[src/pkg/ssm_defs.svh]
// Register offsets, field positions and reset values of the serial port
`ifndef SSM_DEFS_SVH
`define SSM_DEFS_SVH
`define SSM_IDX_RECEIVE_STATUS_CONTROL   6'h13
`define SSM_IDX_RXDATA  6'h14
`define SSM_IDX_TRANSMIT_STATUS_CONTROL   6'h15
`define SSM_IDX_FLAGS   6'h16
`define SSM_IDX_ENABLES 6'h17
`define SSM_IDX_TXHOLD  6'h18
`define SSM_IDX_BAUD    6'h19
`define SSM_RC_SERIAL_PORT_ENABLE     7
`define SSM_RC_RX9      6
`define SSM_RC_SINGLE_RECEIVE_ENABLE     5
`define SSM_RC_CONTINUOUS_RECEIVE_ENABLE     4
`define SSM_RC_FRAMING_ERROR     2
`define SSM_RC_OVERRUN_ERROR     1
`define SSM_RC_RECEIVED_NINTH_BIT     0
`define SSM_TX_CLOCK_SOURCE_SELECT     7
`define SSM_TX_TX9      6
`define SSM_TX_TRANSMIT_ENABLE     5
`define SSM_TX_SYNC     4
`define SSM_TX_SHIFTER_EMPTY     1
`define SSM_TX_TRANSMIT_NINTH_BIT     0
`define SSM_FL_RX       0
`define SSM_FL_TX       1
`define SSM_FLAGS_RST   8'h02
`define SSM_ENAB_RST    8'h00
`define SSM_CTRL_RST    8'h00
`define SSM_BITS8       4'h8
`define SSM_BITS9       4'h9
`endif

[src/pkg/ssm_pkg.sv]
// Types shared by the serial port
package ssm_pkg;
    typedef enum logic [1:0] {SSM_TX_IDLE, SSM_TX_SHIFT, SSM_TX_TAIL} ssm_tx_state_t;
    typedef logic [9:0] ssm_entry_t;
endpackage

[src/hdl/ssm_serial_port.sv]
// Synchronous serial port: master receive, slave transmit, Wishbone registers
//
// Behaviour
// (RULE_01) Setting single or continuous receive enable starts master reception in clocked mode.
// (RULE_02) Each received bit is sampled at the falling shift clock edge.
// (RULE_03) Single receive takes one word, then clears its enable and stops.
// (RULE_04) Continuous receive keeps taking words until its enable is cleared.
// (RULE_05) With both enables set, continuous reception wins.
// (RULE_06) Finished word moves to queue if room; a completed move sets receive flag.
// (RULE_07) Receive interrupt requires receive flag and its enable bit.
// (RULE_08) Receive flag is read only; it clears when the queue is empty.
// (RULE_09) Receive queue holds two words while a third shifts in.
// (RULE_10) Word finishing into a full queue sets overrun and is discarded.
// (RULE_11) Overrun clears only when software clears continuous receive enable; the code clears it in any cycle that enable is low and no overrun is being set.
// (RULE_12) Overrun blocks all moves from shifter into queue.
// (RULE_13) Ninth bit and framing flag travel with each word; read pops next entry.
// (RULE_14) Software sets divisor and mode bits before enabling reception.
// (RULE_15) Dropping both receive enables or port enable resets the receiver.
// (RULE_16) Clearing clock source select makes the port a slave on the external clock.
// (RULE_17) Slave mode keeps shifting on the external clock during sleep.
// (RULE_18) With two words written, first loads shifter at once; transmit flag stays clear.
// (RULE_19) When first word ends, second loads, transmit flag sets, interrupt may wake.
// (RULE_20) Software sets up slave mode, loads data, then sets transmit enable.
// (RULE_21) Writing holding register before transmit enable starts the word sooner.
// (RULE_22) Clearing port enable or transmit enable resets the transmitter.
// (RULE_23) With clock source select set the port drives the shift clock.
// (RULE_24) Clocked mode is half duplex: reception and transmission exclude each other.
// (RULE_25) Transmit bits change at the rising shift clock edge.
// (RULE_26) In slave mode shifters advance only on external clock edges.
//
// The Wishbone interface to the registers was decided locally.
`timescale 1ns/1ps
`include "ssm_defs.svh"
module ssm_serial_port #(
    parameter int DIV_W = 8
) (
    input  wire logic        clock,
    input  wire logic        rstn,
    input  wire logic        wb_cyc_i,
    input  wire logic        wb_stb_i,
    input  wire logic        wb_we_i,
    input  wire logic [7:0]  wb_adr_i,
    input  wire logic [3:0]  wb_sel_i,
    input  wire logic [31:0] wb_dat_i,
    output logic      [31:0] wb_dat_o,
    output logic             wb_ack_o,
    input  wire logic        clockLineIn,
    output logic             clockLineOut,
    output logic             clockLineOe,
    input  wire logic        dataLineIn,
    output logic             dataLineOut,
    output logic             dataLineOe,
    output logic             irqReq
);
    // ----------------------------------------------------------------
    // Pin synchronisers
    // ----------------------------------------------------------------
    logic clkS1_r, clkS2_r, clkS3_r, datS1_r, datS2_r;
    always_ff @(posedge clock) begin
        clkS1_r <= clockLineIn;
        clkS2_r <= clkS1_r;
        clkS3_r <= clkS2_r;
        datS1_r <= dataLineIn;
        datS2_r <= datS1_r;
    end

    // ----------------------------------------------------------------
    // Registers
    // ----------------------------------------------------------------
    logic [7:4]       rcCtl_r;
    logic [7:0]       txCtl_r;
    logic [1:0]       enab_r;
    logic [7:0]       thr_r;
    logic             thrFull_r;
    logic [DIV_W-1:0] baud_r;
    logic             ackR_r;
    logic [31:0]      datO_r;
    logic             overrun_error_r;
    logic             txLoad;

    wire [5:0] regIdx   = wb_adr_i[7:2];
    wire       wbReq    = wb_cyc_i & wb_stb_i;
    wire       wbDone   = wbReq & ackR_r;
    wire       wrLow    = wbDone & wb_we_i & wb_sel_i[0];
    wire       rdData   = wbDone & !wb_we_i & (regIdx == `SSM_IDX_RXDATA);
    wire [7:0] wd       = wb_dat_i[7:0];
    wire       serial_port_enable     = rcCtl_r[`SSM_RC_SERIAL_PORT_ENABLE];
    wire       rx9      = rcCtl_r[`SSM_RC_RX9];
    wire       single_receive_enable     = rcCtl_r[`SSM_RC_SINGLE_RECEIVE_ENABLE];
    wire       continuous_receive_enable     = rcCtl_r[`SSM_RC_CONTINUOUS_RECEIVE_ENABLE];
    wire       clock_source_select     = txCtl_r[`SSM_TX_CLOCK_SOURCE_SELECT];
    wire       transmit_enable     = txCtl_r[`SSM_TX_TRANSMIT_ENABLE];
    wire       syncMode = txCtl_r[`SSM_TX_SYNC];
    wire       portOn   = serial_port_enable & syncMode;

    // ----------------------------------------------------------------
    // Receive queue
    // ----------------------------------------------------------------
    ssm_pkg::ssm_entry_t fifo_r [2];
    logic       head_r;
    logic [1:0] cnt_r;
    logic       push;
    logic       srenClr;
    ssm_pkg::ssm_entry_t pushWord;

    wire        pop     = rdData & (cnt_r != 2'h0);
    wire        tailIdx = head_r ^ cnt_r[0];
    wire        receive_flag    = (cnt_r != 2'h0);                            // RULE_08
    wire ssm_pkg::ssm_entry_t headWord = fifo_r[head_r];               // RULE_13

    always_ff @(posedge clock) begin
        if (!rstn) begin
            head_r <= 1'b0;
            cnt_r  <= 2'h0;
        end else begin
            if (push)
                fifo_r[tailIdx] <= pushWord;                           // RULE_09
            if (pop)
                head_r <= !head_r;
            cnt_r <= cnt_r + {1'b0, push} - {1'b0, pop};               // RULE_08
        end
    end

    // ----------------------------------------------------------------
    // Register writes
    // ----------------------------------------------------------------
    always_ff @(posedge clock) begin
        if (!rstn) begin
            rcCtl_r   <= 4'h0;
            txCtl_r   <= `SSM_CTRL_RST;
            enab_r    <= 2'h0;
            thr_r     <= 8'h00;
            thrFull_r <= 1'b0;
            baud_r    <= '0;
        end else begin
            if (wrLow && regIdx == `SSM_IDX_RECEIVE_STATUS_CONTROL)
                rcCtl_r <= wd[7:4];
            else if (srenClr)
                rcCtl_r[`SSM_RC_SINGLE_RECEIVE_ENABLE] <= 1'b0;                         // RULE_03
            if (wrLow && regIdx == `SSM_IDX_TRANSMIT_STATUS_CONTROL) begin
                txCtl_r[7:4] <= wd[7:4];
                txCtl_r[0]   <= wd[0];
            end
            if (wrLow && regIdx == `SSM_IDX_ENABLES)
                enab_r <= wd[1:0];
            if (wrLow && regIdx == `SSM_IDX_BAUD)
                baud_r <= wd[DIV_W-1:0];
            if (wrLow && regIdx == `SSM_IDX_TXHOLD) begin
                thr_r     <= wd;
                thrFull_r <= 1'b1;
            end else if (txLoad) begin
                thrFull_r <= 1'b0;
            end
        end
    end

    // ----------------------------------------------------------------
    // Wishbone answer, one wait state
    // ----------------------------------------------------------------
    logic [7:0] rdMux;
    logic       txBusy_r;
    always_comb begin
        rdMux = 8'h00;
        unique case (regIdx)
            `SSM_IDX_RECEIVE_STATUS_CONTROL:   rdMux = {rcCtl_r, 1'b0, headWord[9], overrun_error_r, headWord[8]};
            `SSM_IDX_RXDATA:  rdMux = headWord[7:0];
            `SSM_IDX_TRANSMIT_STATUS_CONTROL:   rdMux = {txCtl_r[7:4], 2'b00, !txBusy_r, txCtl_r[0]};
            `SSM_IDX_FLAGS:   rdMux = {6'h00, !thrFull_r, receive_flag};
            `SSM_IDX_ENABLES: rdMux = {6'h00, enab_r};
            `SSM_IDX_TXHOLD:  rdMux = thr_r;
            `SSM_IDX_BAUD:    rdMux = 8'(baud_r);
            default:          rdMux = 8'h00;
        endcase
    end

    always_ff @(posedge clock) begin
        if (!rstn) begin
            ackR_r <= 1'b0;
            datO_r <= 32'h0000_0000;
        end else begin
            ackR_r <= wbReq & !ackR_r;
            if (wbReq & !ackR_r)
                datO_r <= {24'h00_0000, rdMux};
        end
    end
    assign wb_ack_o = ackR_r;
    assign wb_dat_o = datO_r;

    // ----------------------------------------------------------------
    // Mode decode
    // ----------------------------------------------------------------
    wire rxOn   = portOn & (continuous_receive_enable | (single_receive_enable & clock_source_select));                     // RULE_01 RULE_05
    wire txOn   = portOn & transmit_enable & !rxOn;                               // RULE_24
    wire txRst  = !portOn | !transmit_enable;                                     // RULE_22
    wire single = single_receive_enable & !continuous_receive_enable;                                        // RULE_05

    // ----------------------------------------------------------------
    // Master shift clock and edge events
    // ----------------------------------------------------------------
    logic [DIV_W-1:0] baudCnt_r;
    logic             mclk_r;
    wire  mRun  = portOn & clock_source_select & (rxOn | (txOn & txBusy_r));          // RULE_23
    wire  tick  = mRun & (baudCnt_r == '0);
    always_ff @(posedge clock) begin
        if (!rstn || !mRun) begin
            baudCnt_r <= '0;
            mclk_r    <= 1'b0;
        end else begin
            baudCnt_r <= tick ? baud_r : baudCnt_r - 1'b1;
            if (tick)
                mclk_r <= !mclk_r;
        end
    end
    wire extRise = clkS2_r & !clkS3_r;
    wire extFall = !clkS2_r & clkS3_r;
    wire riseEv  = clock_source_select ? (tick & !mclk_r) : extRise;                  // RULE_16 RULE_26
    wire fallEv  = clock_source_select ? (tick & mclk_r) : extFall;                   // RULE_17 RULE_26

    // ----------------------------------------------------------------
    // Receiver
    // ----------------------------------------------------------------
    logic [8:0] rsr_r;
    logic [3:0] rxCnt_r;
    wire  [8:0] rsrNxt  = {datS2_r, rsr_r[8:1]};                       // RULE_02
    wire        rxStep  = rxOn & fallEv;
    wire        lastBit = rxStep & (rxCnt_r == (rx9 ? `SSM_BITS9 : `SSM_BITS8) - 4'h1);
    wire        fits    = (cnt_r != 2'h2) & !overrun_error_r;                   // RULE_12
    wire        ovrSet  = lastBit & (cnt_r == 2'h2) & !overrun_error_r;         // RULE_10
    assign push     = lastBit & fits;                                  // RULE_06
    assign pushWord = {1'b0, rx9 ? rsrNxt : {1'b0, rsrNxt[8:1]}};      // RULE_13
    assign srenClr  = lastBit & single;                                // RULE_03

    always_ff @(posedge clock) begin
        if (!rstn || !rxOn) begin
            rxCnt_r <= 4'h0;                                           // RULE_15
            rsr_r   <= 9'h000;
        end else if (rxStep) begin
            rsr_r   <= rsrNxt;
            rxCnt_r <= lastBit ? 4'h0 : rxCnt_r + 4'h1;                // RULE_04
        end
    end

    always_ff @(posedge clock) begin
        if (!rstn)
            overrun_error_r <= 1'b0;
        else if (ovrSet)
            overrun_error_r <= 1'b1;                                            // RULE_10
        else if (!continuous_receive_enable)
            overrun_error_r <= 1'b0;                                            // RULE_11
    end

    // ----------------------------------------------------------------
    // Transmitter
    // ----------------------------------------------------------------
    logic [8:0] tsr_r;
    logic [3:0] txLeft_r;
    logic       dout_r;
    ssm_pkg::ssm_tx_state_t txSt_r;
    assign txBusy_r = (txSt_r != ssm_pkg::SSM_TX_IDLE);
    assign txLoad   = !txRst & !txBusy_r & thrFull_r;                  // RULE_18 RULE_21
    wire   txRise   = txOn & riseEv;
    wire   txFall   = txOn & fallEv;

    always_ff @(posedge clock) begin
        if (!rstn || txRst) begin
            txSt_r   <= ssm_pkg::SSM_TX_IDLE;                          // RULE_22
            txLeft_r <= 4'h0;
            tsr_r    <= 9'h000;
            dout_r   <= 1'b0;
        end else begin
            unique case (txSt_r)
                ssm_pkg::SSM_TX_IDLE: begin
                    if (txLoad) begin
                        tsr_r    <= {txCtl_r[`SSM_TX_TRANSMIT_NINTH_BIT], thr_r};
                        txLeft_r <= txCtl_r[`SSM_TX_TX9] ? `SSM_BITS9 : `SSM_BITS8;
                        txSt_r   <= ssm_pkg::SSM_TX_SHIFT;
                    end
                end
                ssm_pkg::SSM_TX_SHIFT: begin
                    if (txRise) begin
                        dout_r   <= tsr_r[0];                          // RULE_25
                        tsr_r    <= {1'b0, tsr_r[8:1]};
                        txLeft_r <= txLeft_r - 4'h1;
                        if (txLeft_r == 4'h1)
                            txSt_r <= ssm_pkg::SSM_TX_TAIL;
                    end
                end
                ssm_pkg::SSM_TX_TAIL: begin
                    if (txFall)
                        txSt_r <= ssm_pkg::SSM_TX_IDLE;                // RULE_19
                end
            endcase
        end
    end

    // ----------------------------------------------------------------
    // Pins and interrupt request
    // ----------------------------------------------------------------
    assign clockLineOut = mclk_r;
    assign clockLineOe  = portOn & clock_source_select;                               // RULE_23
    assign dataLineOut  = dout_r;
    assign dataLineOe   = txOn;                                        // RULE_24
    assign irqReq = (receive_flag & enab_r[`SSM_FL_RX]) |                      // RULE_07
                    (!thrFull_r & enab_r[`SSM_FL_TX]);                 // RULE_19
endmodule

[config.mk]
export PLATFORM = sky130hd
export DESIGN_NAME = ssm_serial_port
export DESIGN_NICKNAME = d
export VERILOG_FILES = /design/src/pkg/ssm_pkg.sv /design/src/hdl/ssm_serial_port.sv
export VERILOG_INCLUDE_DIRS = /design/src /design/src/pkg
export SDC_FILE = /design/constraint.sdc
export NUM_CORES = 1
export LEC_CHECK = 0
export BUFFER_PORTS_ARGS = -buffer_cell sky130_fd_sc_hd__buf_2
export CAP_MARGIN = 20
export CORE_MARGIN = 3
export CORE_UTILIZATION = 35
export DETAILED_ROUTE_END_ITERATION = 8
export GPL_TIMING_DRIVEN = 0
export SLEW_MARGIN = 20
export SYNTH_ARGS = -nofsm -noshare
export SYNTH_HDL_FRONTEND = slang
export SYNTH_SLANG_ARGS = --single-unit
[constraint.sdc]
create_clock -name clock -period 5.1 [get_ports clock]
set_input_delay 1.53 -clock clock [delete_from_list [all_inputs] [get_ports clock]]
set_output_delay 1.53 -clock clock [all_outputs]
set_load 0.05 [all_outputs]
# --- Word level (Yosys, flattened, before mapping) ---
# Memories as Yosys holds them, arrays and structs flattened. A register that Yosys moved wholly into a read port is not among the register bits.
# Cells that the tools add are included.
# W data, S select, Z words.
classes:
  n_addsub: 6
  eq_ne: 18
  mux: 30
  n_bitwise: 40
  reduce_logical: 34
ops:
  columns: ["operator", "n"]
  rows:
  - ["$pmux W8 S7", 1]
  - ["$eq A6 B5 Y1 const B", 7]
  - ["$and A1 B1 Y1", 35]
  - ["$mux W9", 3]
  - ["$pmux W9 S2", 1]
  - ["$logic_not A1 Y1", 16]
  - ["$mux W1", 15]
  - ["$mux W4", 3]
  - ["$ne A2 B2 Y1 const B", 5]
  - ["$reduce_bool A2 Y1", 5]
  - ["$logic_not A8 Y1", 1]
  - ["$mux W2", 4]
  - ["$mux W8", 1]
  - ["$pmux W4 S2", 1]
  - ["$sub A4 B1 Y4 const B", 2]
  - ["$sub A8 B1 Y8 const B", 1]
  - ["$pmux W2 S3", 1]
  - ["$logic_and A1 B1 Y1", 5]
  - ["$add A4 B1 Y4 const B", 1]
  - ["$eq A2 B2 Y1 const B", 2]
  - ["$eq A4 B1 Y1 const B", 1]
  - ["$eq A4 B4 Y1", 1]
  - ["$or A1 B1 Y1", 4]
  - ["$reduce_and A4 Y1", 1]
  - ["other kinds (9)", 11]
totals:
  regBits: 84
  ram_bits: 18
  input_bits: 51
  out_inout_bits: 38
  wordCells: 154
  n_memories: 1
memory_table:
  columns: ["name", "depth", "width", "read_ports", "rd_clocked_by_memory_dff", "wr", "line_no", "text"]
  rows:
  - ["fifo_r", 2, 9, 1, 1, 1, "ssm_serial_port.sv:99", "ssm_pkg::ssm_entry_t fifo_r [2];"]

# --- Depth between registers and ports, before layout ---
depth:
  word_depth: 17
  depth_mapped: 13
  depth_no_buf: 13

# --- Worst setup path after synthesis ---
# Ideal clock, no wire load.
synth_path:
  path_kind: "input to register"
  from: "in wb_adr_i[2]"
  to: "reg cnt_r[1]"
  t_arrival_ps: 3137
  path_slack_ps: 1848
  path_stages: 10
  n_path_buf: 1
  cell_sequence: "buf_2 -> nor2_1 -> nand2_1 -> nor4_1 -> ha_1 -> inv_1 -> ha_1 -> xnor2_1 -> xnor2_1 -> and2_1"
synth_via:
  elab_chain_cells: 4
synth_lines:
  columns: ["item", "line_no", "text"]
  rows:
  - ["from (decl)", "ssm_serial_port.sv:42", "input wire logic [7:0] wb_adr_i,"]
  - ["$eq A6 B5 Y1", null, null]
  - ["$and A1 B1 Y1", "ssm_serial_port.sv:85", "wire rdData = wbDone & !wb_we_i & (regIdx == `SSM_IDX_RXDATA);"]
  - ["$and A1 B1 Y1", "ssm_serial_port.sv:106", "wire pop = rdData & (cnt_r != 2'h0);"]
  - ["net pop", "ssm_serial_port.sv:106", null]
  - ["$sub A2 B1 Y2", "ssm_serial_port.sv:120", "cnt_r <= cnt_r + {1'b0, push} - {1'b0, pop};"]
  - ["to (signal assigned)", "ssm_serial_port.sv:120", null]
  - ["to (decl)", "ssm_serial_port.sv:101", "logic [1:0] cnt_r;"]
# The timed path passes the listed nets, and every way through them passes these cells.
# A chain may end at the register's enable or synchronous reset.

# --- Worst setup path after layout ---
layout_path:
  from: "in wb_adr_i[5]"
  to: "reg cnt_r[1]"
# The elaborated chain is that of the path after synthesis.

==> qor.yml <==
run_status: "completed"
synthTopCellsByArea: "dfxtp_1 (34%), edfxtp_1 (11%), mux2i_1 (10%), nor2b_1 (4.4%), buf_4 (3.9%)"
holdBufCountCts: 0
multi_input_area_um2: 2540
power.leakage_nw: 2.19
hold_depth: 0
final_core_util: 0.413
cp.arrival_ns: 3.46
r2r_slack_ns: 2.19
die_w_um: 126
die_h_um: 126
synth-seq-area-share: 0.444
end_kind: "flop"
synthFlopType: "dfxtp_1"
worstMarginPinSlew_ns: 0.770
wire_per_inst_um: 15.8
grt_pass1_wl_um: 19600
fp.dieArea_um2: 15800
vias_per_cell: 5.08
period_minus_slack_ns: 3.21
placed_area_um2: 5480
min_path_type: "flop to flop"
initial_utilization: 0.359
area_delta_synth_final_pct: 15.2
cts_tree: "done"
htreeDepth: 3
drv_slew: 0
maxSlewHeadroom: 0.484
core_region_area_um2: 13900
rsz0062_at_grt: "no"
fin_crit_sh: 0.630
hp-start: "datS1_r$_DFF_P_"
async_reset_ff_frac: 0
totalWireLength_um: 11900
postLayoutCellArea_um2: 5760
finalHoldViolCount: 0
syn_area_um2: 5000
p_per_area_nw_per_um2: 278
hold_end: "datS2_r$_DFF_P_"
dp_hpwl_um: 8980
finalSetupViolations: 0
overflow: 0
ff2ff_path_depth: 13
cts_sinks: 102
root_buffer: "clkbuf_16"
cts_resized: 0
yosys_warnings: 0
grt_pass1_vias: 3780
fmax_mhz: 311
ys_types: 65
antenna_left: 0
synth_top_area_share: 0.336
skew_ns: 0.00875
path_clk_slew_ns: 0.07
final_nets: 627
clk-insertion-delay-late_ns: 0.34
worstReg2RegStart: "txSt_r[1]$_SDFFE_PP0P_"
drt_iter0_drc: 329
cts_setup_buffers: 0
cp_max_fo: 6
drc: 0
cts_buffer_depth: 2
vias: 3813
num_rows: 43
worstReg2RegEnd: "cnt_r[1]$_SDFF_PN0_"
dr.pass1.iters: 5
diodes: 0
grt_max_degree: 20
synth-seq-cells: 102
regArea_um2: 2220
grt_usage: 0.154
vdd_drop_max_uv: 186
fillers: 1382
syn_inst: 499
antenna_found_initial: 0
avgSynthCellArea_um2: 10.0
required_ns: 5.34
synth_edf_count: 18
final_cell_mix: "dfxtp_1 (84), mux2i_1 (50), buf_2 (36), nor2_1 (36), nor2b_1 (35)"
finalSetupTns_ns: 0
drive_above_1_share: 0.189
routabilityCongestion: 0.859
yosysTopAreaCell: "dfxtp_1"
final_common_cell: "dfxtp_1"
crit_type: "input pin to flop"
port_buffers: 33
ios: 89
worstSetupStartpointType: "input pin"
cap_violations: 0
hold_ws_ns: 0.327
cts_buffers: 9
==> cells by family after synthesis <==
kind of cell / after synthesis / synth area share
and+or+nand+nor: 149 / 0.173
AOI/OAI and AO/OA: 103 / 0.142
DFF: 102 / 0.444
muxes: 64 / 0.132
buffers and inverters: 60 / 0.0653
adders and majority gates: 10 / 0.0250
xor gates and xnor gates: 10 / 0.0175
other: 1 / 0.000750
==> area by class of cell <==
cell class                 instances  share of cell area
multi-input combinational        360               0.440
sequential                       102               0.386
buffer                            46              0.0476
clock buffer                       9              0.0391
tap                              180              0.0391
timing repair buffer              33              0.0287
clock inverter                     7              0.0104
inverter                          14             0.00912
==> worst max-delay path: stages <==
cell and delay [ns]:
buf_2 0.13, and4bb_2 0.31, nand2_1 0.14, nor4_1 0.46, ha_1 0.31, inv_1 0.06
ha_1 0.14, xnor2_1 0.13, xnor2_1 0.09, and2_1 0.16
==> routing by layer <==
layer | global-route usage | wire length, µm
met1 | 0.201 | 5460
met2 | 0.253 | 5660
met3 | 0.0337 | 519
met4 | 0.0510 | 236
met5 | 0 | 0
==> how the worst max path moves through the flow <==
stage	from	endpoint	slack, ns	depth (start not counted)
finish	wb_adr_i[5]	cnt_r[1]$_SDFF_PN0_	1.89	10
global route	wb_adr_i[5]	cnt_r[1]$_SDFF_PN0_	1.72	10
CTS	wb_adr_i[5]	cnt_r[1]$_SDFF_PN0_	1.87	10
detailed placement	wb_adr_i[5]	cnt_r[1]$_SDFF_PN0_	1.50	10
global placement	wb_adr_i[5]	cnt_r[1]$_SDFF_PN0_	1.55	10
floorplan	wb_adr_i[2]	cnt_r[1]$_SDFF_PN0_	1.85	10
==> power breakdown <==
part	leakage [nW]	switching, mW	internal, mW
combinational	1.18	0.0757	0.0320
clock	0.140	0.328	0.343
sequential	0.874	0.00276	0.820
==> synthesized netlist by cell type, drive strengths merged, types with 2 or more instances <==
cell,number
and3,4
buf,30
nand2b,4
nand3,4
o211a,2
nor3,10
o21ai,19
nand3b,2
o2111a,2
ha,10
and2,11
mux2i,50
nor2,36
a22oi,3
o21a,3
or2,3
inv,13
nor4,3
o22ai,4
a31oi,6
edfxtp,18
a222oi,6
o211ai,4
nor3b,2
nand4bb,3
a21oi,25
xnor2,3
nand2,21
dfxtp,84
clkbuf,16
or3,4
nor2b,35
mux2,14
a211oi,17
xor2,7
==> per-stage QoR <==
step           power (mW)  instances  setup slack (ns)
2_1_floorplan       0.925        522              1.85
3_3_place_gp        0.947        735              1.55
3_5_place_dp        0.948        735              1.50
6_report             1.60        751              1.89
5_1_grt              1.66        751              1.72
4_1_cts              1.62        751              1.87
==> flip-flops by register name (all words and copies together) (netlist names), 2 cells and up, named ones only <==
signal	cells
baud_r	8
txSt_r	2
thr_r	8
tsr_r	9
rcCtl_r	4
fifo_r	18
txLeft_r	4
wb_dat_o	8
enab_r	2
rxCnt_r	4
rsr_r	8
cnt_r	2
txCtl_r	5
baudCnt_r	8
Note: power is estimated with default switching activity, not from simulation.
